File: config.mk
export PLATFORM = sky130hd
export DESIGN_NAME = sdram_address_mux
export DESIGN_NICKNAME = d
export VERILOG_FILES = /design/src/sdram_addr_pkg.sv /design/src/sdram_addr_map.sv /design/src/sdram_address_mux.sv
export SDC_FILE = /design/constraint.sdc
export NUM_CORES = 1
export LEC_CHECK = 0
export BUFFER_PORTS_ARGS = -buffer_cell sky130_fd_sc_hd__buf_2
export CAP_MARGIN = 10
export CORE_UTILIZATION = 31
export DETAILED_ROUTE_END_ITERATION = 6
export PLACE_DENSITY_LB_ADDON = 0.05
export SETUP_SLACK_MARGIN = 0.3
export SYNTH_ARGS = -nofsm -noshare
export SYNTH_HDL_FRONTEND = slang
export SYNTH_SLANG_ARGS = --single-unit
File: constraint.sdc
create_clock -name CORE_CLK -period 2 [get_ports CORE_CLK]
set_clock_uncertainty 0.15 [all_clocks]
set_input_delay 0.4 -clock CORE_CLK [delete_from_list [all_inputs] [get_ports CORE_CLK]]
set_output_delay 0.4 -clock CORE_CLK [all_outputs]
set_load 0.02 [all_outputs]
File: src/sdram_addr_pkg.sv
package sdram_addr_pkg;

    localparam int BUS_AW = 32;
    localparam int PIN_AW = 17;

    localparam logic [1:0] PORT_WIDTH_SEL_16 = 2'h1;
    localparam logic [1:0] PORT_WIDTH_SEL_32 = 2'h2;

    localparam logic [1:0] ADDR_WIDTH_SEL_01 = 2'h1;
    localparam logic [1:0] ADDR_WIDTH_SEL_10 = 2'h2;
    localparam logic [1:0] ADDR_WIDTH_SEL_11 = 2'h3;

    localparam logic [2:0] ADDRESS_GENERATION_SEL_TYPE0 = 3'h3;
    localparam logic [2:0] ADDRESS_GENERATION_SEL_TYPE1 = 3'h4;

    localparam logic [3:0] BURST_LEN_1 = 4'h1;
    localparam logic [3:0] BURST_LEN_8 = 4'h8;
    localparam logic [2:0] BEAT_LAST = 3'h7;

    // column-phase command bit: auto-precharge never requested
    localparam logic CMD_NO_AUTOPRE = 1'b0;

    localparam logic [PIN_AW-1:0] PINS_RESET = 17'h00000;
    localparam logic [3:0] LANES_RESET = 4'h0;

    typedef enum logic [1:0] {
        ST_IDLE = 2'b00,
        ST_ROW  = 2'b01,
        ST_COL  = 2'b10
    } phase_t;

    typedef struct packed {
        logic [BUS_AW-1:0] addr;
        logic [1:0] port_width_sel;
        logic [1:0] addr_width_sel;
        logic [2:0] address_generation_sel;
        logic [3:0] byte_en;
        logic burst8;
        logic write;
    } req_t;

    typedef struct packed {
        logic [PIN_AW-1:0] pins;
        logic [1:0] bank;
        logic [3:0] byte_lane_control;
        logic sdram_type1;
    } pins_out_t;

endpackage : sdram_addr_pkg

File: src/sdram_addr_map.sv
`timescale 1ns/1ps
// combinational row/column multiplexer for one request
module sdram_addr_map (
    input wire sdram_addr_pkg::req_t req, // latched request, or the incoming request while idle
    input wire logic col_phase, // 1 column, 0 row
    output logic [sdram_addr_pkg::PIN_AW-1:0] pins, // external address value
    output logic [1:0] bank // bank select copy
);
    logic [4:0] sh;
    logic [31:0] a;

    always_comb begin
        a = req.addr;
        // narrower width codes move the address up, so one pin slice serves all codes
        unique case (req.addr_width_sel)
            sdram_addr_pkg::ADDR_WIDTH_SEL_11: sh = 5'h0;
            sdram_addr_pkg::ADDR_WIDTH_SEL_10: sh = 5'h1;
            default: sh = 5'h2;
        endcase
        pins = '0;
        if (req.port_width_sel == sdram_addr_pkg::PORT_WIDTH_SEL_32) begin
            if (col_phase) begin
                pins[11:2] = a[11:2];
                pins[12] = sdram_addr_pkg::CMD_NO_AUTOPRE;
                pins[16:13] = 4'((a << sh) >> 23);
            end else begin
                pins[16:2] = 15'((a << sh) >> 12);
            end
            bank = pins[16:15];
        end else begin
            if (col_phase) begin
                pins[10:1] = a[10:1];
                pins[11] = sdram_addr_pkg::CMD_NO_AUTOPRE;
                pins[15:12] = 4'((a << sh) >> 22);
            end else begin
                pins[15:1] = 15'((a << sh) >> 11);
            end
            bank = pins[15:14];
        end
    end
endmodule : sdram_addr_map

File: src/sdram_address_mux.sv
`timescale 1ns/1ps
// Notes on behaviour
// - only bursts of one or eight generated
// - short transfers masked via byte lanes
// - bursts never wrap across 8-beat boundary
// - burst address aligned to port width
// - 16-bit eight-beat burst needs A[3:1]=0
// - 32-bit eight-beat burst needs A[4:2]=0
// - port width code 10=32, 01=16
// - byte selection by lane outputs only
// - generation code 011 type0, 100 type1
// - 32-bit column: pins 11:2, cmd pin 12
// - 32-bit column upper pins per width code
// - 32-bit row pins 16:2 per width code
// - 16-bit column: pins 10:1, cmd pin 11
// - 16-bit column upper pins per width code
// - 16-bit row pins 15:1 per width code
// - auto-precharge never requested
// - top row bits double as bank select
module sdram_address_mux (
    input wire logic CORE_CLK, // system clock
    input wire logic RST_N, // synchronous reset, active low
    input wire logic REQ_VALID, // new request strobe
    input wire sdram_addr_pkg::req_t REQ, // request fields
    output logic REQ_READY, // idle, may take a request
    output logic REQ_REJECT, // one-cycle pulse: illegal request
    output logic [sdram_addr_pkg::PIN_AW-1:0] ADDR_PINS, // external address pins
    output logic [1:0] BANK_SEL, // bank select (copy of top pins)
    output logic [3:0] BYTE_LANE_CONTROL, // byte lane enables, active high
    output logic ROW_PHASE, // row address on pins
    output logic COL_PHASE, // column address on pins
    output logic [2:0] BEAT, // current beat index
    output logic BURST_LAST, // last beat of transfer
    output logic SDRAM_TYPE1 // 1 selects the type-1 set
);
    typedef struct packed {
        sdram_addr_pkg::phase_t phase;
        sdram_addr_pkg::req_t req;
        logic [2:0] beat;
        logic [3:0] beats_left;
        logic ready;
        logic reject;
        logic [sdram_addr_pkg::PIN_AW-1:0] pins;
        logic [1:0] bank;
        logic [3:0] lanes;
        logic last;
        logic type1;
    } state_t;

    state_t st_r;
    state_t st_nxt;

    sdram_addr_pkg::req_t cur;
    logic col_sel;
    logic [sdram_addr_pkg::PIN_AW-1:0] map_pins;
    logic [1:0] map_bank;
    logic legal;
    logic is32;

    sdram_addr_map u_map (
        .req(cur),
        .col_phase(col_sel),
        .pins(map_pins),
        .bank(map_bank)
    );

    // legality of an incoming request
    always_comb begin
        is32 = (REQ.port_width_sel == sdram_addr_pkg::PORT_WIDTH_SEL_32);
        legal = 1'b1;
        if (REQ.port_width_sel != sdram_addr_pkg::PORT_WIDTH_SEL_32 &&
            REQ.port_width_sel != sdram_addr_pkg::PORT_WIDTH_SEL_16) begin
            legal = 1'b0;
        end
        if (REQ.address_generation_sel != sdram_addr_pkg::ADDRESS_GENERATION_SEL_TYPE0 &&
            REQ.address_generation_sel != sdram_addr_pkg::ADDRESS_GENERATION_SEL_TYPE1) begin
            legal = 1'b0;
        end
        if (REQ.addr_width_sel == 2'h0) begin
            legal = 1'b0;
        end
        if (REQ.burst8) begin
            // eight-beat bursts must be width aligned and start on beat 0
            if (is32 && REQ.addr[4:0] != 5'h00) begin
                legal = 1'b0;
            end
            if (!is32 && REQ.addr[3:0] != 4'h0) begin
                legal = 1'b0;
            end
        end else begin
            if (is32 && REQ.addr[1:0] != 2'h0) begin
                legal = 1'b0;
            end
            if (!is32 && REQ.addr[0] != 1'b0) begin
                legal = 1'b0;
            end
        end
    end

    always_comb begin
        st_nxt = st_r;
        st_nxt.reject = 1'b0;
        cur = st_r.req;
        col_sel = 1'b0;
        unique case (st_r.phase)
            sdram_addr_pkg::ST_IDLE: begin
                st_nxt.last = 1'b0;
                st_nxt.lanes = sdram_addr_pkg::LANES_RESET;
                if (REQ_VALID) begin
                    if (legal) begin
                        cur = REQ;
                        col_sel = 1'b0;
                        st_nxt.req = REQ;
                        st_nxt.phase = sdram_addr_pkg::ST_ROW;
                        st_nxt.ready = 1'b0;
                        st_nxt.beat = 3'h0;
                        st_nxt.beats_left = REQ.burst8 ? sdram_addr_pkg::BURST_LEN_8
                                                       : sdram_addr_pkg::BURST_LEN_1;
                        st_nxt.type1 = (REQ.address_generation_sel ==
                                        sdram_addr_pkg::ADDRESS_GENERATION_SEL_TYPE1);
                        st_nxt.pins = map_pins;
                        st_nxt.bank = map_bank;
                    end else begin
                        st_nxt.reject = 1'b1;
                    end
                end
            end
            sdram_addr_pkg::ST_ROW: begin
                // column address follows the row address
                col_sel = 1'b1;
                st_nxt.pins = map_pins;
                st_nxt.bank = map_bank;
                st_nxt.phase = sdram_addr_pkg::ST_COL;
                st_nxt.lanes = st_r.req.byte_en;
                st_nxt.last = (st_r.beats_left == sdram_addr_pkg::BURST_LEN_1);
            end
            sdram_addr_pkg::ST_COL: begin
                // beats advance linearly; pins stay at burst start
                col_sel = 1'b1;
                if (st_r.last) begin
                    st_nxt.phase = sdram_addr_pkg::ST_IDLE;
                    st_nxt.ready = 1'b1;
                    st_nxt.last = 1'b0;
                    st_nxt.lanes = sdram_addr_pkg::LANES_RESET;
                    st_nxt.beats_left = 4'h0;
                end else begin
                    st_nxt.beat = st_r.beat + 3'h1;
                    st_nxt.beats_left = st_r.beats_left - 4'h1;
                    st_nxt.last = (st_r.beat + 3'h1 == sdram_addr_pkg::BEAT_LAST);
                end
            end
            default: begin
                st_nxt.phase = sdram_addr_pkg::ST_IDLE;
                st_nxt.ready = 1'b1;
            end
        endcase
    end

    always_ff @(posedge CORE_CLK) begin
        if (!RST_N) begin
            st_r.phase <= sdram_addr_pkg::ST_IDLE;
            st_r.req <= '0;
            st_r.beat <= 3'h0;
            st_r.beats_left <= 4'h0;
            st_r.ready <= 1'b1;
            st_r.reject <= 1'b0;
            st_r.pins <= sdram_addr_pkg::PINS_RESET;
            st_r.bank <= 2'h0;
            st_r.lanes <= sdram_addr_pkg::LANES_RESET;
            st_r.last <= 1'b0;
            st_r.type1 <= 1'b0;
        end else begin
            st_r <= st_nxt;
        end
    end

    assign REQ_READY = st_r.ready;
    assign REQ_REJECT = st_r.reject;
    assign ADDR_PINS = st_r.pins;
    assign BANK_SEL = st_r.bank;
    assign BYTE_LANE_CONTROL = st_r.lanes;
    assign ROW_PHASE = (st_r.phase == sdram_addr_pkg::ST_ROW);
    assign COL_PHASE = (st_r.phase == sdram_addr_pkg::ST_COL);
    assign BEAT = st_r.beat;
    assign BURST_LAST = st_r.last;
    assign SDRAM_TYPE1 = st_r.type1;
endmodule : sdram_address_mux

==> implementation parameters <==
Parameter                              Value

STA
  Endpoints failing setup ... 0
  Final Cycle Share ... 0.958
  Worst hold slack ... 0.144 ns
  Unrepaired setup endpoints after global routing ... yes
  Top achievable clock speed ... 0.522 GHz
  Fin. Hold Viols ... 0
  Count of pins over their slew limit ... 0
  Min Tclk post-route ... 1.92 ns

Floorplan
  Initial standard-cell utilization of the core ... 0.318
  Area of the die ... 0.0141 sq mm
  Core Rows ... 42
  I/O pin count ... 80
  DIE WIDTH ... 119 um
  Core region area ... 0.0133 sq mm
  Die height ... 119 um

GRT
  Via count of the first global-routing pass ... 3,961
  Grt total ovfl ... 0
  Number of antenna violations at the first check in global routing ... 0
  Maximum number of pins on one net before global-route repair ... 33
  GRT Total Usage ... 0.197
  Global-route wire length before repair ... 21.7 mm

Setup path
  Element type at the critical path end ... flip-flop
  Worst Path Required ... 2.12 ns
  CP max stage delay ... 0.35 ns
  Slowest cell on crit path ... or3_1
  Cells traversed along the worst timing path ... inv_2, ha_4, and2_4, o2111a_2, a21oi_2, buf_6, or3_1, a21boi_1
  Critical path data arrival time ... 2.03 ns
  Kind of start point of the critical path ... flip-flop
  Max FO, Critical Path ... 7
  Critical path class ... flip-flop to flip-flop

Detailed routing
  Wl on met1 ... 6.09 mm
  WL/cell ... 16.6 um
  Via density ... 5.02
  Number of DRC markers in iteration 0 ... 192
  Met3 WL post-DR ... 579 um
  Drt total wl ... 13.1 mm
  First-pass detailed-route iteration total ... 4
  Detailed route wirelength on metal2 ... 6.21 mm
  Number of vias after detailed routing ... 3,974
  Uppermost layer routed ... met4
  Post-route DRC violation count ... 0
  Number of nets with antenna violations after detailed routing ... 0

Worst hold path
  Worst hold-check path type ... input pin to flip-flop

Final layout
  Final antenna diode count ... 0
  Final instance area ... 0.00625 sq mm
  Count of nets after finishing ... 668
  Layout fillers ... 1,312
  Final core utilization ... 0.470
  Area growth from synthesis to layout ... 47.8%
  Proportion of layout cells with a drive suffix above 1 ... 0.459
  Number of standard cells in the layout, taps in and fillers out ... 791

Placement
  Number of buffers added on ports ... 72
  Final Wtd Congestion ... 0.762
  Placed inst area ... 0.00504 sq mm
  Total placed cells including tap cells ... 753
  Half-perimeter wire length after detailed placement ... 9.34 mm

Logic synthesis
  Most common flop cell mapped by yosys ... dfxtp_1
  Post-synthesis cell area ... 0.00423 sq mm
  Library cell occupying the most area in the post-synthesis netlist ... dfxtp_1
  Leading cell types by count after synthesis ... nand2_1 (78), dfxtp_1 (69), mux2i_1 (43), nor2_1 (37), a21boi_0 (32)
  Number of enable-type register cells in the synthesized netlist ... 0
  Most frequently used cell type in the post-synthesis netlist ... nand2_1
  Post-Synthesis Mean Instance Area ... 8.37 sq um
  Seq cells post-synth ... 69
  Number of warnings issued by yosys ... 0
  Share of Yosys cell area claimed by the top area cell type ... 0.327
  Net count of the mapped netlist ... 562
  Sequential area share after synthesis ... 0.327
  Number of instances in the synthesized netlist ... 505
  Unique cell type count in the Yosys netlist ... 58
  Most area-consuming cells after synthesis ... dfxtp_1 (33%), mux2i_1 (10%), nand2_1 (6.9%)
  Synth async-reset ratio ... 0

Clock tree
  Number of sinks driven by the clock tree ... 69
  Clock root buffer ... clkbuf_16
  Maximum buffer depth of the clock tree ... 2
  CTS HTree Levels ... 3
  CTS buffer count ... 9
  Clock-pin slew reported for the worst setup and hold paths after clock tree synthesis ... 0.05 ns
  Clock insertion delay at the later pin of the skew report ... 0.34 ns
  Clock tree from TritonCTS ... done
  Number of buffers inserted by hold repair at cts ... 0

Pwr
  Worst VDD drop ... 348 uV
  Power density cells ... 531 mW/mm^2
  Leakage power ... 0.00243 uW

Run status
  Outcome ... completed

Flow run
  Max Cap Violations ... 0
==> worst paths after layout <==
kind	startpoint	endpoint	slack, ns	cells after the start
worst min-delay path	REQ[5]	st_r[39]	0.14	3
worst max register to register	st_r[79]	st_r[28]	0.08	8
worst max-delay path	st_r[79]	st_r[28]	0.08	8
worst min register to register	BYTE_LANE_CONTROL[3]	BYTE_LANE_CONTROL[3]	0.30	2
==> layout by cell type, fill, tap and decap left out, drive strengths merged, types with 2 or more instances in the layout <==
| master | instances |
|---|---|
| nand4 | 2 |
| a21oi | 7 |
| a221oi | 10 |
| or2 | 2 |
| ha | 9 |
| a31oi | 2 |
| clkinv | 2 |
| a311oi | 2 |
| nor3 | 5 |
| a21boi | 37 |
| nor2 | 38 |
| buf | 156 |
| nand3 | 8 |
| mux2i | 43 |
| dfxtp | 69 |
| and2 | 2 |
| o21ai | 16 |
| nor3b | 2 |
| o2111ai | 2 |
| o221ai | 11 |
| o211a | 3 |
| nand2 | 78 |
| mux2 | 3 |
| or3 | 4 |
| nor2b | 14 |
| nand2b | 4 |
| o211ai | 14 |
| a2111oi | 10 |
| and3 | 4 |
| clkbuf | 15 |
| inv | 18 |
| a211oi | 9 |
| o311a | 2 |
==> worst max-delay path, delay by kind of cell (launching register included) <==
kind,cells,cell delay (ns)
AOI/OAI and AO/OA,3,0.52
buffers and inverters,2,0.21
and+or+nand+nor,2,0.51
adders and majority gates,1,0.13
DFF,1,0.32
==> repair_timing <==
item	in CTS	in global routing
gates cloned	3	1
buffers inserted	15	4
pin swaps	39	39
gates resized for setup	92	87
setup endpoints to repair	70	70
==> sequential cells by signal (all words and copies together), names as in the netlist <==
| register | flops |
|---|---|
| BYTE_LANE_CONTROL | 4 |
| st_r | 40 |
| ADDR_PINS | 16 |
| BEAT | 3 |
| REQ_REJECT | 1 |
| BURST_LAST | 1 |
| REQ_READY | 1 |
| SDRAM_TYPE1 | 1 |
| BANK_SEL | 2 |
==> per-layer routing <==
| metal | GRT usage | vias up |
|---|---|---|
| li1 | - | 2000 |
| met2 | 0.307 | 92 |
| met4 | 0.0688 | 0 |
| met1 | 0.267 | 1867 |
| met5 | 0 | - |
| met3 | 0.0444 | 15 |
==> where the power goes <==
part	switching (uW)	leakage [uW]	internal [uW]	total (uW)
logic	220	0.00174	183	403
registers	6.23	0.000557	1380	1390
clock network	592	0.000139	933	1520
==> logic make-up (layout without fill, tap and decap cells) <==
logic type,Yosys count,count (layout),share of synthesized area
simple gates,167,167,0.187
other cells,1,1,0.000887
flops,69,69,0.327
fa+ha+maj,9,9,0.0266
compound gates,131,131,0.243
buf+inv,81,191,0.104
xor+xnor,1,1,0.00207
mux,46,46,0.110
==> area by class of cell <==
class | instances | area (sq um) | area share
Clock buffer | 14 | 274 | 0.0438
Sequential cell | 69 | 1380 | 0.221
Timing Repair Buffer | 157 | 1290 | 0.206
Multi-Input combinational cell | 355 | 3000 | 0.479
Inverter | 19 | 83.8 | 0.0134
Tap cell | 176 | 220 | 0.0352
Clock inverter | 1 | 5.00 | 0.000801
==> metrics by stage <==
| stage | setup WS [ns] | total power (uW) | setup TNS, ns |
|---|---|---|---|
| detailed placement | -0.356 | 1760 | -13.24 |
| floorplan | 0.0146 | 1600 | 0 |
| global route | 0.000752 | 3470 | 0 |
| global placement | -0.325 | 1750 | -11.46 |
| CTS | 0.0635 | 3330 | 0 |
| finish | 0.0838 | 3320 | 0 |
Power figures use the tool's default switching activity.
